[config.mk]
export PLATFORM = sky130hd
export DESIGN_NAME = scgr_bank
export DESIGN_NICKNAME = d
export VERILOG_FILES = /design/src/hw/scgr_bank.v
export VERILOG_INCLUDE_DIRS = /design/src /design/src/hw
export SDC_FILE = /design/constraint.sdc
export NUM_CORES = 1
export LEC_CHECK = 0
export BUFFER_PORTS_ARGS = -buffer_cell sky130_fd_sc_hd__buf_2
export CAP_MARGIN = 20
export CORE_ASPECT_RATIO = 0.6
export CORE_MARGIN = 1.5
export CORE_UTILIZATION = 60
export CTS_CLUSTER_DIAMETER = 150
export DETAILED_ROUTE_END_ITERATION = 6
export HOLD_SLACK_MARGIN = 0.05
export PLACE_DENSITY = 0.82
export SYNTH_ARGS = -nofsm -noshare
export SYNTH_HDL_FRONTEND = slang
export SYNTH_SLANG_ARGS = --single-unit
[constraint.sdc]
create_clock -name clock -period 3.9 [get_ports clock]
set_input_delay 0.78 -clock clock [delete_from_list [all_inputs] [get_ports clock]]
set_output_delay 0.78 -clock clock [all_outputs]
set_load 0.005 [all_outputs]
[src/hw/scgr_regs.vh]
/*
  Register offsets, field positions and reset values for the safety,
  checksum and amplifier gain register bank.
  Assumes a 16-bit register port addressed by printed register offset.
*/
`ifndef SCGR_REGS_VH
`define SCGR_REGS_VH

`define SCGR_ADDR_W            10
`define SCGR_DATA_W            16

`define SCGR_OFS_ERR_CLEAR     10'h080
`define SCGR_OFS_ERR_MASK      10'h081
`define SCGR_OFS_ERR_SUMMARY   10'h082
`define SCGR_OFS_FAULT_CODE    10'h083
`define SCGR_OFS_CSUM_LOW      10'h084
`define SCGR_OFS_CSUM_HIGH     10'h085
`define SCGR_OFS_RM_START      10'h086
`define SCGR_OFS_RM_FINISHED   10'h087
`define SCGR_OFS_RM_LOW        10'h088
`define SCGR_OFS_RM_HIGH       10'h089
`define SCGR_OFS_FRONT_GAIN    10'h100
`define SCGR_OFS_SECOND_GAIN   10'h101
`define SCGR_OFS_IRQ_STATUS    10'h090
`define SCGR_OFS_IRQ_ENABLE    10'h091
`define SCGR_OFS_IRQ_CLEAR     10'h092

`define SCGR_FAULT_W           6
`define SCGR_BIT_CLOCK_LOSS    5
`define SCGR_BIT_NEG_BIAS      4
`define SCGR_BIT_POS_BIAS      3
`define SCGR_BIT_REFERENCE     2
`define SCGR_BIT_OVER_TEMP     1
`define SCGR_BIT_CHECKSUM      0

`define SCGR_IRQ_W             2
`define SCGR_IRQ_FAULT         0
`define SCGR_IRQ_RM_DONE       1

`define SCGR_RESET_VALUE       16'h0000
`define SCGR_RM_WORDS          4
`define SCGR_CRC_POLY          16'h1021
`define SCGR_CRC_SEED          16'hFFFF

`endif

[src/hw/scgr_bank.v]
/*
  Safety error, checksum and amplifier gain register bank.
  Assumes fault inputs from analogue monitors in other clock domains,
  a 16-bit checksum result from the data path on this clock, and a
  single-cycle register port: read data appear the cycle after the strobe.
*/
// Local design decision: the address-and-strobe port.
// Notes on behaviour
// - Summary bit 0 high when any error present.
// - Fault code bits five down to zero.
// - Checksum result as low and high byte.
// - Start bit zero enables, one disables.
// - Finished bit set when map checksum done.
// - Map checksum result as low/high byte.
// - Four 2-bit front gain fields per channel.
// - Front gain codes select 2,4,8,16.
// - Four 2-bit second gain fields per channel.
// - Second gain codes select 1.4 to 11.2.
// - Every bank register resets to zero.
// - Clear control high suppresses error reporting.
// - Masked causes excluded from error reporting.
`timescale 1ns/1ps
`include "scgr_regs.vh"

module scgr_bank #(
  parameter ADDR_W = `SCGR_ADDR_W,
  parameter DATA_W = `SCGR_DATA_W
) (
  input  wire              clock,
  input  wire              arst_n,
  input  wire [ADDR_W-1:0] addr,
  input  wire [DATA_W-1:0] wdata,
  input  wire              wr_en,
  input  wire              rd_en,
  output reg  [DATA_W-1:0] rdata,
  input  wire              clock_loss_fault,
  input  wire              negative_bias_fault,
  input  wire              positive_bias_fault,
  input  wire              reference_voltage_fault,
  input  wire              over_temperature_fault,
  input  wire              checksum_fault,
  input  wire [15:0]       checksum_value,
  output reg  [7:0]        front_amp_gain,
  output reg  [7:0]        second_amp_gain,
  output reg               safety_error_out,
  output reg               irq
);

  localparam FW = `SCGR_FAULT_W;
  localparam IW = `SCGR_IRQ_W;

  // Map checksum engine states, one-hot.
  localparam [2:0] ST_IDLE = 3'h1;
  localparam [2:0] ST_RUN  = 3'h2;
  localparam [2:0] ST_DONE = 3'h4;

  function hit;
    input [ADDR_W-1:0] a;
    input [ADDR_W-1:0] ofs;
    begin
      hit = (a == ofs);
    end
  endfunction

  // One CRC-16 step over a whole 16-bit word, bit serial in a loop.
  function [15:0] crc_word;
    input [15:0] crc;
    input [15:0] data;
    integer i;
    reg [15:0] c;
    begin
      c = crc;
      for (i = 15; i >= 0; i = i - 1) begin
        if (c[15] ^ data[i]) begin
          c = {c[14:0], 1'b0} ^ `SCGR_CRC_POLY;
        end else begin
          c = {c[14:0], 1'b0};
        end
      end
      crc_word = c;
    end
  endfunction

  wire wr_clear   = wr_en & hit(addr, `SCGR_OFS_ERR_CLEAR);
  wire wr_mask    = wr_en & hit(addr, `SCGR_OFS_ERR_MASK);
  wire wr_start   = wr_en & hit(addr, `SCGR_OFS_RM_START);
  wire wr_front   = wr_en & hit(addr, `SCGR_OFS_FRONT_GAIN);
  wire wr_second  = wr_en & hit(addr, `SCGR_OFS_SECOND_GAIN);
  wire wr_ien     = wr_en & hit(addr, `SCGR_OFS_IRQ_ENABLE);
  wire wr_iclr    = wr_en & hit(addr, `SCGR_OFS_IRQ_CLEAR);

  reg            err_clear;
  reg [FW-1:0]   err_mask;
  reg [FW-1:0]   fault_code;
  reg            rm_start;
  reg            rm_finished;
  reg [15:0]     rm_crc;
  reg [15:0]     csum;
  reg [2:0]      state;
  reg [1:0]      word_idx;
  reg [IW-1:0]   irq_status;
  reg [IW-1:0]   irq_enable;
  reg [FW-1:0]   sync1;
  reg [FW-1:0]   sync2;

  wire [FW-1:0] fault_raw = {clock_loss_fault, negative_bias_fault, positive_bias_fault,
                             reference_voltage_fault, over_temperature_fault,
                             checksum_fault};

  // Fault inputs come from asynchronous monitors, so each passes two flops.
  // A fault that lasts less than one clock period may be missed by
  // the first flop; the monitors are expected to hold a fault longer.
  genvar g;
  generate
    for (g = 0; g < FW; g = g + 1) begin : g_sync
      always @(posedge clock or negedge arst_n) begin
        if (!arst_n) begin
          sync1[g] <= 1'b0;
        end else begin
          sync1[g] <= fault_raw[g];
        end
      end

      always @(posedge clock or negedge arst_n) begin
        if (!arst_n) begin
          sync2[g] <= 1'b0;
        end else begin
          sync2[g] <= sync1[g];
        end
      end
    end
  endgenerate

  wire [FW-1:0] fault_seen = sync2 & ~err_mask;
  wire          any_fault  = |fault_code;

  // Words covered by the map checksum: error mask, error clear and the two gain registers.
  // The words are read live while the run goes on, so a write during the
  // four run cycles is folded into the result; software should not write then.
  reg [15:0] map_word;
  always @* begin
    case (word_idx)
      2'd0: begin
        map_word = {{(16-FW){1'b0}}, err_mask};
      end
      2'd1: begin
        map_word = {15'h0000, err_clear};
      end
      2'd2: begin
        map_word = {8'h00, front_amp_gain};
      end
      default: begin
        map_word = {8'h00, second_amp_gain};
      end
    endcase
  end

  // Each control register has a process of its own, so that the write
  // decode of one register cannot disturb the value of another.
  always @(posedge clock or negedge arst_n) begin
    if (!arst_n) begin
      err_clear <= 1'b0;
    end else if (wr_clear) begin
      err_clear <= wdata[0];
    end
  end

  always @(posedge clock or negedge arst_n) begin
    if (!arst_n) begin
      err_mask <= {FW{1'b0}};
    end else if (wr_mask) begin
      err_mask <= wdata[FW-1:0];
    end
  end

  always @(posedge clock or negedge arst_n) begin
    if (!arst_n) begin
      rm_start <= 1'b0;
    end else if (wr_start) begin
      rm_start <= wdata[0];
    end
  end

  // The four gain pairs are independent channel fields.
  genvar ch;
  generate
    for (ch = 0; ch < 4; ch = ch + 1) begin : g_gain
      always @(posedge clock or negedge arst_n) begin
        if (!arst_n) begin
          front_amp_gain[2*ch+1:2*ch] <= 2'b00;
        end else if (wr_front) begin
          front_amp_gain[2*ch+1:2*ch] <= wdata[2*ch+1:2*ch];
        end
      end

      always @(posedge clock or negedge arst_n) begin
        if (!arst_n) begin
          second_amp_gain[2*ch+1:2*ch] <= 2'b00;
        end else if (wr_second) begin
          second_amp_gain[2*ch+1:2*ch] <= wdata[2*ch+1:2*ch];
        end
      end
    end
  endgenerate

  always @(posedge clock or negedge arst_n) begin
    if (!arst_n) begin
      irq_enable <= {IW{1'b0}};
    end else if (wr_ien) begin
      irq_enable <= wdata[IW-1:0];
    end
  end

  // The data-path checksum is on this clock and is copied every cycle.
  // The two bytes are not latched together, so a change between the two
  // reads can mix halves of different results.
  always @(posedge clock or negedge arst_n) begin
    if (!arst_n) begin
      csum <= 16'h0000;
    end else begin
      csum <= checksum_value;
    end
  end

  // While clear is held nothing is reported; otherwise bits accumulate.
  always @(posedge clock or negedge arst_n) begin
    if (!arst_n) begin
      fault_code <= {FW{1'b0}};
    end else if (err_clear) begin
      fault_code <= {FW{1'b0}};
    end else begin
      fault_code <= fault_code | fault_seen;
    end
  end

  // Start bit low means enabled, as the polarity is defined; a run happens
  // on each transition into the enabled level seen in the idle state, and on leaving reset.
  reg start_prev;
  always @(posedge clock or negedge arst_n) begin
    if (!arst_n) begin
      state       <= ST_IDLE;
      start_prev  <= 1'b1;
      word_idx    <= 2'd0;
      rm_crc      <= 16'h0000;
      rm_finished <= 1'b0;
    end else begin
      start_prev <= rm_start;
      case (state)
        ST_IDLE: begin
          if (!rm_start && start_prev) begin
            state       <= ST_RUN;
            word_idx    <= 2'd0;
            rm_crc      <= `SCGR_CRC_SEED;
            rm_finished <= 1'b0;
          end
        end
        ST_RUN: begin
          rm_crc <= crc_word(rm_crc, map_word);
          if (word_idx == `SCGR_RM_WORDS - 1) begin
            state <= ST_DONE;
          end else begin
            word_idx <= word_idx + 2'd1;
          end
        end
        ST_DONE: begin
          rm_finished <= 1'b1;
          state       <= ST_IDLE;
        end
        default: state <= ST_IDLE;
      endcase
    end
  end

  // Set wins over a clear written in the same cycle.
  wire [IW-1:0] irq_set;
  assign irq_set[`SCGR_IRQ_FAULT]   = any_fault & ~safety_error_out;
  assign irq_set[`SCGR_IRQ_RM_DONE] = (state == ST_DONE);

  always @(posedge clock or negedge arst_n) begin
    if (!arst_n) begin
      irq_status <= {IW{1'b0}};
    end else begin
      irq_status <= (irq_status & ~(wr_iclr ? wdata[IW-1:0] : {IW{1'b0}})) | irq_set;
    end
  end

  // The interrupt pin lags the status by one cycle so that it is a flop.
  always @(posedge clock or negedge arst_n) begin
    if (!arst_n) begin
      irq <= 1'b0;
    end else begin
      irq <= |(irq_status & irq_enable);
    end
  end

  always @(posedge clock or negedge arst_n) begin
    if (!arst_n) begin
      safety_error_out <= 1'b0;
    end else begin
      safety_error_out <= any_fault;
    end
  end

  // Read data stand for one cycle and return to zero, so an idle port
  // shows no stale register contents. Write-only interrupt clear reads as zero.
  always @(posedge clock or negedge arst_n) begin
    if (!arst_n) begin
      rdata <= `SCGR_RESET_VALUE;
    end else if (rd_en) begin
      case (addr)
        `SCGR_OFS_ERR_CLEAR: begin
          rdata <= {15'h0000, err_clear};
        end
        `SCGR_OFS_ERR_MASK: begin
          rdata <= {{(16-FW){1'b0}}, err_mask};
        end
        `SCGR_OFS_ERR_SUMMARY: begin
          rdata <= {15'h0000, any_fault};
        end
        `SCGR_OFS_FAULT_CODE: begin
          rdata <= {{(16-FW){1'b0}}, fault_code};
        end
        `SCGR_OFS_CSUM_LOW: begin
          rdata <= {8'h00, csum[7:0]};
        end
        `SCGR_OFS_CSUM_HIGH: begin
          rdata <= {8'h00, csum[15:8]};
        end
        `SCGR_OFS_RM_START: begin
          rdata <= {15'h0000, rm_start};
        end
        `SCGR_OFS_RM_FINISHED: begin
          rdata <= {15'h0000, rm_finished};
        end
        `SCGR_OFS_RM_LOW: begin
          rdata <= {8'h00, rm_crc[7:0]};
        end
        `SCGR_OFS_RM_HIGH: begin
          rdata <= {8'h00, rm_crc[15:8]};
        end
        `SCGR_OFS_FRONT_GAIN: begin
          rdata <= {8'h00, front_amp_gain};
        end
        `SCGR_OFS_SECOND_GAIN: begin
          rdata <= {8'h00, second_amp_gain};
        end
        `SCGR_OFS_IRQ_STATUS: begin
          rdata <= {{(16-IW){1'b0}}, irq_status};
        end
        `SCGR_OFS_IRQ_ENABLE: begin
          rdata <= {{(16-IW){1'b0}}, irq_enable};
        end
        default: begin
          rdata <= 16'h0000;
        end
      endcase
    end else begin
      rdata <= 16'h0000;
    end
  end

endmodule

-- Yosys cells after proc, flatten, opt, wreduce, memory -nomap -nowiden
Index checks and enable logic that the tools add are counted.
- register bits after elaboration: 95
- input port bits: 52
- output and inout bits: 34
- add/subtract/negate cells: 1
- equal/unequal tests: 24
- muxes and demuxes: 46
- bitwise operators: 48
- reductions and logical operators: 11
- operators with widths (operator ; number):
    $mux 16 ; 16
    $mux 13 ; 16
    $eq 10x8->1 const B ; 13
    $pmux 8 s14 ; 1
    $not 3->3 ; 16
    $pmux 16 s2 ; 1
    $pmux 8 s3 ; 1
    $eq 10x9->1 const B ; 2
    $and 1x1->1 ; 8
    $mux 8 ; 1
    $xor 1x1->1 ; 8
    $xor 1x1->1 const B ; 8
    $and 6x6->6 ; 1
    $mux 2 ; 3
    $mux 3 ; 2
    $mux 6 ; 1
    $ne 2x2->1 const B ; 3
    $not 6->6 ; 1
    $or 6x6->6 ; 1
    $pmux 3 s2 ; 1
    $reduce_and 2->1 ; 3
    $reduce_or 6->1 ; 1
    $and 2x2->2 ; 2
    $eq 2x2->1 const B ; 2
    other kinds (17) ; 18

-- Depth between registers and ports, before layout
Gate-level depths: netlist of the first run.
- word-level depth: 48
- mapped depth: 9

-- Least setup slack after synthesis of the first run
OpenSTA, ideal clock, no wires.
- path kind: input port to flip-flop
- from: in addr[2]
- to: reg front_amp_gain[0]
- library setup time: 0.125 ns
- arrival time: 2.216 ns
- required time: 3.775 ns
- setup slack: 1.559 ns
- cell stages on the path: 6
- path buffers: 1
- cells stage by stage: buf_6 -> nor4_1 -> nand3_1 -> nor3_2 -> nand2_2 -> mux2_2
- longest elaborated chain between the ends: 2
- ends and longest elaborated chain (item ; line ; text):
    from (decl) ; scgr_bank.v:31 ; input wire [ADDR_W-1:0] addr,
    $eq 10x9->1 ; scgr_bank.v:61 ; hit = (a == ofs);
    $and 1x1->1 ; scgr_bank.v:87 ; wire wr_front = wr_en & hit(addr, `SCGR_OFS_FRONT_GAIN);
    to (signal, indexed assignment) ; scgr_bank.v:192 ; front_amp_gain[2*ch+1:2*ch] <= wdata[2*ch+1:2*ch];
    to (decl) ; scgr_bank.v:43 ; output reg [7:0] front_amp_gain,
No other way between the ends.
A chain may end at the register's enable or synchronous reset.

-- Final worst setup path of the first run
- from: in addr[2]
- to: reg err_mask[1]
- longest elaborated chain between the ends: 2
- ends and longest elaborated chain (item ; line ; text):
    $eq 10x8->1 ; scgr_bank.v:61 ;
    $and 1x1->1 ; scgr_bank.v:85 ; wire wr_mask = wr_en & hit(addr, `SCGR_OFS_ERR_MASK);
    to (signal assigned) ; scgr_bank.v:170 ; err_mask <= {FW{1'b0}};
    to (signal assigned) ; scgr_bank.v:172 ; err_mask <= wdata[FW-1:0];
    to (decl) ; scgr_bank.v:93 ; reg [FW-1:0] err_mask;
No other way between the ends.

==> metrics, run 1 <==
# fillers 509; Routed Antenna Nets 0; Die ar. 8243 sq um; IO Count 86; Vias per Instance 5.928; worst-margin pin slew 1028 ps; top cells by area, synth dfrtp_1 (50%), mux2_2 (8.3%), xnor2_1 (2.8%), nor2_1 (2.8%), a21oi_1 (2.5%); drt first pass iters 5; core region area 7357 sq um; Crit Path Category in -> reg; #FFs+latches synth 95; Setup crit start kind primary input; status finished clean; final setup margin 1126 ps; CTS tree done; most frequent cells in the layout dfrtp_1 (93), buf_2 (68), nor2_1 (34), mux2_2 (34), nand2_1 (26); clk slew on worst S/H paths 70 ps; gr ovfl total 0; Via Count 3468; nets@finish 532; RSZ-0062 raised after global routing no; Post-Syn Area per Cell 11.31 sq um; clk_lat worst skew 340 ps; num rows 24; most utilized layer in the global route result met2; Syn-to-layout area delta 14.94%; Die W 116.2 um; Setup Skew 4.077 ps; part of the cycle the worst path needs 71.14%; n_diodes 0; sequential area share after synthesis 51.57%; Synth area leader dfrtp_1; number of DRC markers in iteration 0 394; GR Util met1 41.46%; maximum VDD drop 0.3985 mV; Die Ht 70.93 um; Inserted Clock Buffers 9; vias in the first global route 3447; EDFF count, synth 0; R2R setup slack 1280 ps; Setup TNS Final 0 ps; number of antenna violations at the first check in global routing 0; htree depth 3; Max Root-Sink Buffers 2; Synth cell types 51; Reg2Reg Depth 8; required time worst endpoint 4130 ps; CP most frequent cell nand2_1; buffers plus inverters on the worst setup path 1; ys async rst share 100.0%; CTS root buffer clkbuf_16; Initial Util 62.72%; number of hold buffers added after CTS 0; Fin. Hold Viols 0; CP startpoint addr[2]; Tot GR Track Use 29.23%; Syn Std Cell Area 4614 sq um; met3 Track Usage GR 10.71%; pwr/cell area 534.2 nW/um^2; Crit path largest cell delay 590 ps; WL final 11150 um; Gate Count Post-Synth 408; layout cells sized above 1 28.07%; setup violators final 0; arrival time of the worst setup path 3000 ps; top cell family by delay on the critical path simple AND/OR/NAND/NOR gates; first-pass GRT wire length 17720 um; Hold Crit Class reg -> reg; Final min period 2774 ps; reported max-cap violation count 0; Port Buffers 69; wire per inst 19.05 um; residual DRC count 0; Max Slew Vio Count 0; slowest library cell on the worst path nor4_1; Yosys warning total 0; reg2reg start word_idx[0]; Critical Path End err_mask[1]; WP depth 6; clk sinks 95; fmax 0.3604 GHz; reg2reg end rm_crc[13]; Max FO, Critical Path 8; commonest non-fill, non-tap cell in the layout dfrtp_1; pin count of the biggest net entering global routing 82; Cell Chain, Critical Path buf_2 -> nor4_1 -> nand2_1 -> nor2_1 -> nand2_1 -> mux2_2; slew margin rel. 31.19%; Post-synth top flop dfrtp_1; GPL Wtd Cong 0.9308; Final HPWL DP 7977 um; share of the synthesized area in the top cell type 50.43%; Worst Setup End Kind register; post_cts resized 0; GR Layer Usage met2 42.29%; Setup Fix Bufs, Post-CTS 0; total leakage power 2.454 nW; dpl ws 916.3 ps
[stage by stage]
stage	area [sq um]	hold slack, ps	std cells	power [mW]	util (%)
after floorplan	4641	331.2	415	1.810	-
after CTS	5284	349.9	584	2.832	71.82
after global placement	4995	333.3	568	1.949	67.89
after global routing	5304	356.6	585	2.958	72.09
after detailed placement	4995	334.7	568	1.978	67.89
final	5304	350.3	585	2.833	72.09
[registers in the layout, indices dropped and copies added (netlist names), 2 cells and up]
register and count:
irq_status 2, state 3, second_amp_gain 8, word_idx 2, fault_code 6, irq_enable 2
rdata 8, sync1 6, rm_crc 16, sync2 6, csum 16, err_mask 6
front_amp_gain 8
[worst reg2reg max path, stage by stage (launching register included)]
cell	delay [ps]
dfrtp_1	420
inv_1	130
ha_1	430
a22oi_1	110
o21ai_0	380
xnor2_2	240
xnor3_1	490
a211o_1	300
nand2_1	60
[cells in the mapped netlist, drive strengths merged, types with 3 or more instances]
| cell type | number |
|---|---|
| dfrtp | 93 |
| a211o | 3 |
| mux2 | 34 |
| a22o | 3 |
| xnor3 | 3 |
| nor3 | 9 |
| inv | 19 |
| o22a | 4 |
| clkbuf | 5 |
| a22oi | 10 |
| nand3 | 12 |
| a222oi | 3 |
| and3 | 4 |
| nor3b | 3 |
| mux2i | 11 |
| xor2 | 11 |
| buf | 17 |
| nand2b | 4 |
| a221oi | 7 |
| nor4 | 4 |
| a21oi | 23 |
| ha | 4 |
| xnor2 | 20 |
| nand2 | 28 |
| nor2 | 34 |
| o21ai | 19 |
[area by class of cell]
| cell class | count | area, sq um | share of cell area [%] |
|---|---|---|---|
| Timing Repair Buffer | 72 | 382.9 | 7.219 |
| Clock buffer | 9 | 225.2 | 4.246 |
| Multi-Input combinational cell | 279 | 2051 | 38.66 |
| Inverter | 19 | 71.32 | 1.345 |
| Tap cell | 104 | 130.1 | 2.453 |
| Sequential cell | 95 | 2380 | 44.87 |
| Clock inverter | 7 | 63.81 | 1.203 |
[how the worst min path moves through the flow]
stage	depth (start not counted)	from	slack [ps]	endpoint
after floorplan	0	sync1[0]	330	sync2[0]
after global placement	0	sync1[5]	330	sync2[5]
after detailed placement	0	sync1[1]	330	sync2[1]
after CTS	0	sync1[1]	350	sync2[1]
after global routing	0	sync1[0]	360	sync2[0]
final	0	sync1[1]	350	sync2[1]
[report_power, final]
part | internal (mW) | switching (mW)
Combinational | 0.430 | 0.418
Clock | 0.447 | 0.403
Sequential | 1.05 | 0.0830
Total | 1.93 | 0.904
[cell families after synthesis]
kind of cell / count (synthesis) / share of synthesized area [%]
AOI/OAI and AO/OA: 82 / 11.88
xor gates and xnor gates: 35 / 9.409
adders and majority gates: 4 / 1.085
buffers and inverters: 41 / 4.555
DFF: 95 / 51.57
muxes: 45 / 10.68
other: 1 / 0.08127
and+or+nand+nor: 105 / 10.74
[layer usage]
| layer | routed length (um) | up-vias |
|---|---|---|
| met1 | 4952 | 1693 |
| met3 | 1134 | 23 |
| li1 | - | 1557 |
| met5 | 0 | - |
| met4 | 198 | 0 |
| met2 | 4860 | 195 |
(Power assumes the default switching activity.)
==> inputs of run 2 (changes only) <==
Settings changed: ABC_AREA set to 1, CORE_UTILIZATION 60 to 57, PLACE_DENSITY 0.82 to 0.78.
Clock period 3.9 ns to 2.7 ns, I/O delays scaled along.
==> metrics, run 2 <==
most frequent cells in the layout nand2_1 (219), dfrtp_1 (93), inv_1 (78); first-pass GRT wire length 23480 um; setup violators final 0; slew margin rel. 62.55%; reg2reg start word_idx[0]; vias in the first global route 4619; Synth cell types 42; Syn Std Cell Area 5212 sq um; gr ovfl total 0; ys async rst share 100.0%; Via Count 4873; drt first pass iters 5; clk_lat worst skew 350 ps; Critical Path End rm_crc[7]; most numerous cell in the Yosys netlist nand2_1; arrival time of the worst setup path 2360 ps; Inserted Clock Buffers 9; commonest non-fill, non-tap cell in the layout nand2_1; CTS tree done; Yosys warning total 0; Gate Count Post-Synth 685; htree depth 3; pwr/cell area 669.2 nW/um^2; fmax 0.4749 GHz; Top Registers csum: 16 flops, rm_crc: 16 flops; number of antenna violations at the first check in global routing 0; IO Count 86; Max Slew Vio Count 0; core region area 8686 sq um; Die W 126.5 um; share of the synthesized area in the top cell type 44.65%; maximum VDD drop 0.3888 mV; WL final 14290 um; Crit Path Category reg -> reg; Cells after DPL 857; Initial Util 60.01%; CTS root buffer clkbuf_16; num rows 26; final setup margin 594.5 ps; Reg2Reg Depth 13; Fin. Hold Viols 0; Setup Fix Bufs, Post-CTS 0; pin count of the biggest net entering global routing 45; Max FO, Critical Path 10; layout cells sized above 1 19.71%; Setup Skew 8.129 ps; area of the multi-input gates 2352 sq um; sequential area share after synthesis 45.66%; WHS 170.6 ps; post-route cell area 5909 sq um; Pwr Total 3.955 mW; reported max-cap violation count 0; status finished clean; clk sinks 95; residual DRC count 0; required time worst endpoint 2950 ps; # fillers 711; clk slew on worst S/H paths 80 ps; CP startpoint word_idx[0]; Setup crit start kind register; Hold Crit Class in -> async; Syn-to-layout area delta 13.37%; GPL Wtd Cong 0.9583; Routed Antenna Nets 0; Storage cell area 2380 sq um; nets@finish 812; R2R setup slack 590 ps; Die Ht 77.08 um; dpl ws 543.2 ps; Port Buffers 69; Tot GR Track Use 31.61%; Layout Cells excl Fill 873; RSZ-0062 raised after global routing no; top cells by area, synth dfrtp_1 (45%), nand2_1 (16%), nand3_1 (7.1%), inv_1 (5.6%), nor2_1 (4.2%); number of DRC markers in iteration 0 572; wire per inst 16.37 um; Vias per Instance 5.582; Synth area leader dfrtp_1; final core utilization 68.04%; EDFF count, synth 0; number of hold buffers added after CTS 0; Final min period 2106 ps; Max Root-Sink Buffers 2; Worst Setup End Kind register; part of the cycle the worst path needs 77.98%; Post-Syn Area per Cell 7.609 sq um; reg2reg end rm_crc[7]; most frequent cells after synthesis nand2_1 (219), dfrtp_1 (93), inv_1 (78); #FFs+latches synth 95; n_diodes 0; Post-synth top flop dfrtp_1; worst-margin pin slew 561.7 ps; Post-DP Area 5600 sq um; Final HPWL DP 10910 um; Setup TNS Final 0 ps; total leakage power 3.098 nW; Die ar. 9747 sq um; post_cts resized 0
run 2: cell types whose count changed after synthesis, sizes merged, moves of 7 or more:
cell and change:
inv +70, nand4 +12, xor2 -8, xnor2 -18
a221oi -7, nand2 +205, o21ai +23, nand3 +65
mux2i -11, mux2 -34, nor2 +31, a21oi -12
a22oi -9
run 2: metal layers:
metal	GRT usage, %	vias up	routed length (um)
li1	-	2311	-
met1	47.04	2264	6598
met2	43.33	270	5716
met3	11.30	28	1738
met4	8.276	0	238
met5	0	-	0
run 2: where the power goes:
group	internal [mW]	switching (mW)	leakage, nW
clock network	0.664	0.639	0.151
registers	1.52	0.123	1.19
logic	0.315	0.696	1.76
total	2.50	1.46	3.10
run 2: logic make-up after synthesis:
family / count (synthesis) / share of synthesized area (%)
other cells: 1 / 0.07194
fa+ha+maj: 4 / 0.9602
compound gates: 61 / 7.249
flops: 95 / 45.66
simple gates: 408 / 35.50
xor+xnor: 5 / 0.8403
buf+inv: 111 / 9.721
run 2: worst max-delay path, cell delays in order (launching register included):
cell,delay [ps]
dfrtp_1,410
inv_1,120
ha_1,430
inv_1,90
nor2_1,110
nand2_1,60
nand2_1,110
nand3_1,80
nand2_1,150
nand2_1,150
nand3_1,110
nand2_1,50
nor2_1,100
nor2_1,40
run 2: how the worst min path moves through the flow:
stage	start	end	depth (start not counted)
after floorplan	arst_n	csum[0]	0
after global placement	sync1[5]	sync2[5]	0
after detailed placement	sync1[0]	sync2[0]	0
after CTS	arst_n	sync1[4]	1
after global routing	arst_n	sync1[4]	1
final	arst_n	sync1[5]	1
run 2: layout make-up:
class	instances	share of cell area (%)
Sequential cell	95	40.27
Clock inverter	7	1.419
Tap cell	112	2.371
Timing Repair Buffer	74	6.521
Clock buffer	9	3.811
Multi-Input combinational cell	486	39.81
Inverter	90	5.801
==> inputs of run 3 (changes only) <==
Settings changed: ABC_AREA 1 to 0, CORE_UTILIZATION 57 to 56, PLACE_DENSITY 0.78 to 0.77.
Clock period 2.7 ns to 2.2 ns, I/O delays scaled along.
==> metrics, run 3 (same netlist as run 1, synthesis figures left out) <==
Die W 120.2 um; Setup crit start kind register; Setup TNS Final -30.46 ps; Vias per Instance 5.966; Fin. Hold Viols 0; wire per inst 19.63 um; clk slew on worst S/H paths 70 ps; Crit Path Category reg -> reg; final setup margin -26.61 ps; WL final 12250 um; WHS 128.4 ps; residual DRC count 0; Die ar. 8812 sq um; layout cells sized above 1 36.82%; fmax 0.4491 GHz; number of hold buffers added after CTS 0; Top Registers csum: 16 flops, rm_crc: 16 flops; slew margin rel. 20.71%; Max FO, Critical Path 7; n_diodes 0; Setup Skew 6.869 ps; reported max-cap violation count 0; worst-margin pin slew 1185 ps; Inserted Clock Buffers 9; Worst Setup End Kind register; commonest non-fill, non-tap cell in the layout dfrtp_1; Layout Cells excl Fill 624; status finished with violations; Die Ht 73.32 um; Max Root-Sink Buffers 2; Port Buffers 69; arrival time of the worst setup path 2460 ps; nets@finish 569; failing checks setup timing; total leakage power 2.666 nW; reg2reg end rm_crc[5]; Final HPWL DP 8778 um; number of antenna violations at the first check in global routing 0; htree depth 3; num rows 25; core region area 7945 sq um; Post-DP Area 5280 sq um; Syn-to-layout area delta 23.51%; R2R setup slack -30 ps; Routed Antenna Nets 0; GPL Wtd Cong 0.9016; Cells after DPL 606; required time worst endpoint 2430 ps; dpl ws -94.33 ps; post-route cell area 5699 sq um; reg2reg start word_idx[1]; Hold Crit Class in -> async; clk sinks 95; part of the cycle the worst path needs 101.2%; Tot GR Track Use 29.11%; Initial Util 58.08%; Max Slew Vio Count 0; setup violators final 2; gr ovfl total 0; vias in the first global route 3493; maximum VDD drop 0.4848 mV; Reg2Reg Depth 9; most frequent cells in the layout dfrtp_1 (93), buf_2 (68), buf_4 (38); IO Count 86; Final min period 2227 ps; CTS tree done; clk_lat worst skew 350 ps; first-pass GRT wire length 18870 um; pin count of the biggest net entering global routing 50; CTS root buffer clkbuf_16; RSZ-0062 raised after global routing yes; Via Count 3723; pwr/cell area 946.5 nW/um^2; number of DRC markers in iteration 0 391; drt first pass iters 6
-- run 3: cell count changes in the layout (fill, tap and decap cells not counted), moves of 10 or more --
| cell | previous run | this run |
|---|---|---|
| mux2i_1 | 0 | 11 |
| nand4_1 | 12 | 0 |
| a21oi_1 | 11 | 21 |
| mux2_2 | 0 | 34 |
| nand2_2 | 13 | 2 |
| o21ai_0 | 24 | 13 |
| nor2_1 | 58 | 34 |
| inv_1 | 78 | 17 |
| nand2_1 | 219 | 26 |
| nand3_1 | 74 | 12 |
| o21ai_2 | 14 | 2 |
| buf_4 | 6 | 38 |
-- run 3: repair_timing --
action,4_1_cts,5_1_grt
endpoints found under the setup margin,8,10
gates resized for setup,9,22
buffers inserted,2,2
pin swaps,4,9
-- run 3: metrics by stage --
| stage | util, % | total power, mW |
|---|---|---|
| 2_1_floorplan | - | 3.209 |
| 3_3_place_gp | 66.46 | 3.615 |
| 3_5_place_dp | 66.46 | 3.680 |
| 4_1_cts | 70.50 | 5.166 |
| 5_1_grt | 71.73 | 5.606 |
| 6_report | 71.73 | 5.394 |
-- run 3: routing by layer --
| metal | vias up | global-route usage [%] | part of all wire, % |
|---|---|---|---|
| met5 | - | 0 | 0 |
| met2 | 204 | 44.25 | 45 |
| met4 | 0 | 7.804 | 1.8 |
| met3 | 21 | 9.084 | 9.8 |
| met1 | 1857 | 41.05 | 43 |
| li1 | 1641 | - | - |
-- run 3: worst max path at each step --
stage,depth (start not counted),startpoint,to
CTS,8,word_idx[0],rm_crc[8]
floorplan,9,word_idx[0],rm_crc[13]
global route,9,word_idx[1],rm_crc[5]
detailed placement,9,word_idx[0],rm_crc[13]
finish,9,word_idx[1],rm_crc[5]
global placement,9,word_idx[0],rm_crc[13]
-- run 3: where the power goes --
| group | total, mW | leakage, nW | internal, mW | switching, mW |
|---|---|---|---|---|
| clock network | 1.45 | 0.125 | 0.766 | 0.685 |
| registers | 2.01 | 1.19 | 1.86 | 0.149 |
| logic | 1.93 | 1.35 | 1.01 | 0.915 |
-- run 3: cell type report --
| type | instances | area, sq um |
|---|---|---|
| sequential | 95 | 2380 |
| fill | 570 | 2246 |
| multi-input combinational | 279 | 2170 |
| timing repair buffer | 109 | 676.9 |
| clock buffer | 9 | 225.2 |
| tap | 108 | 135.1 |
| inverter | 19 | 71.32 |
| clock inverter | 5 | 41.29 |
-- run 3: critical path, stage by stage, from the launching register on --
cell	delay, ps
dfrtp_1	420
buf_6	140
ha_4	190
a222oi_1	370
mux2i_1	150
xnor2_1	270
buf_4	170
xnor2_2	80
xor2_1	150
o22a_1	180
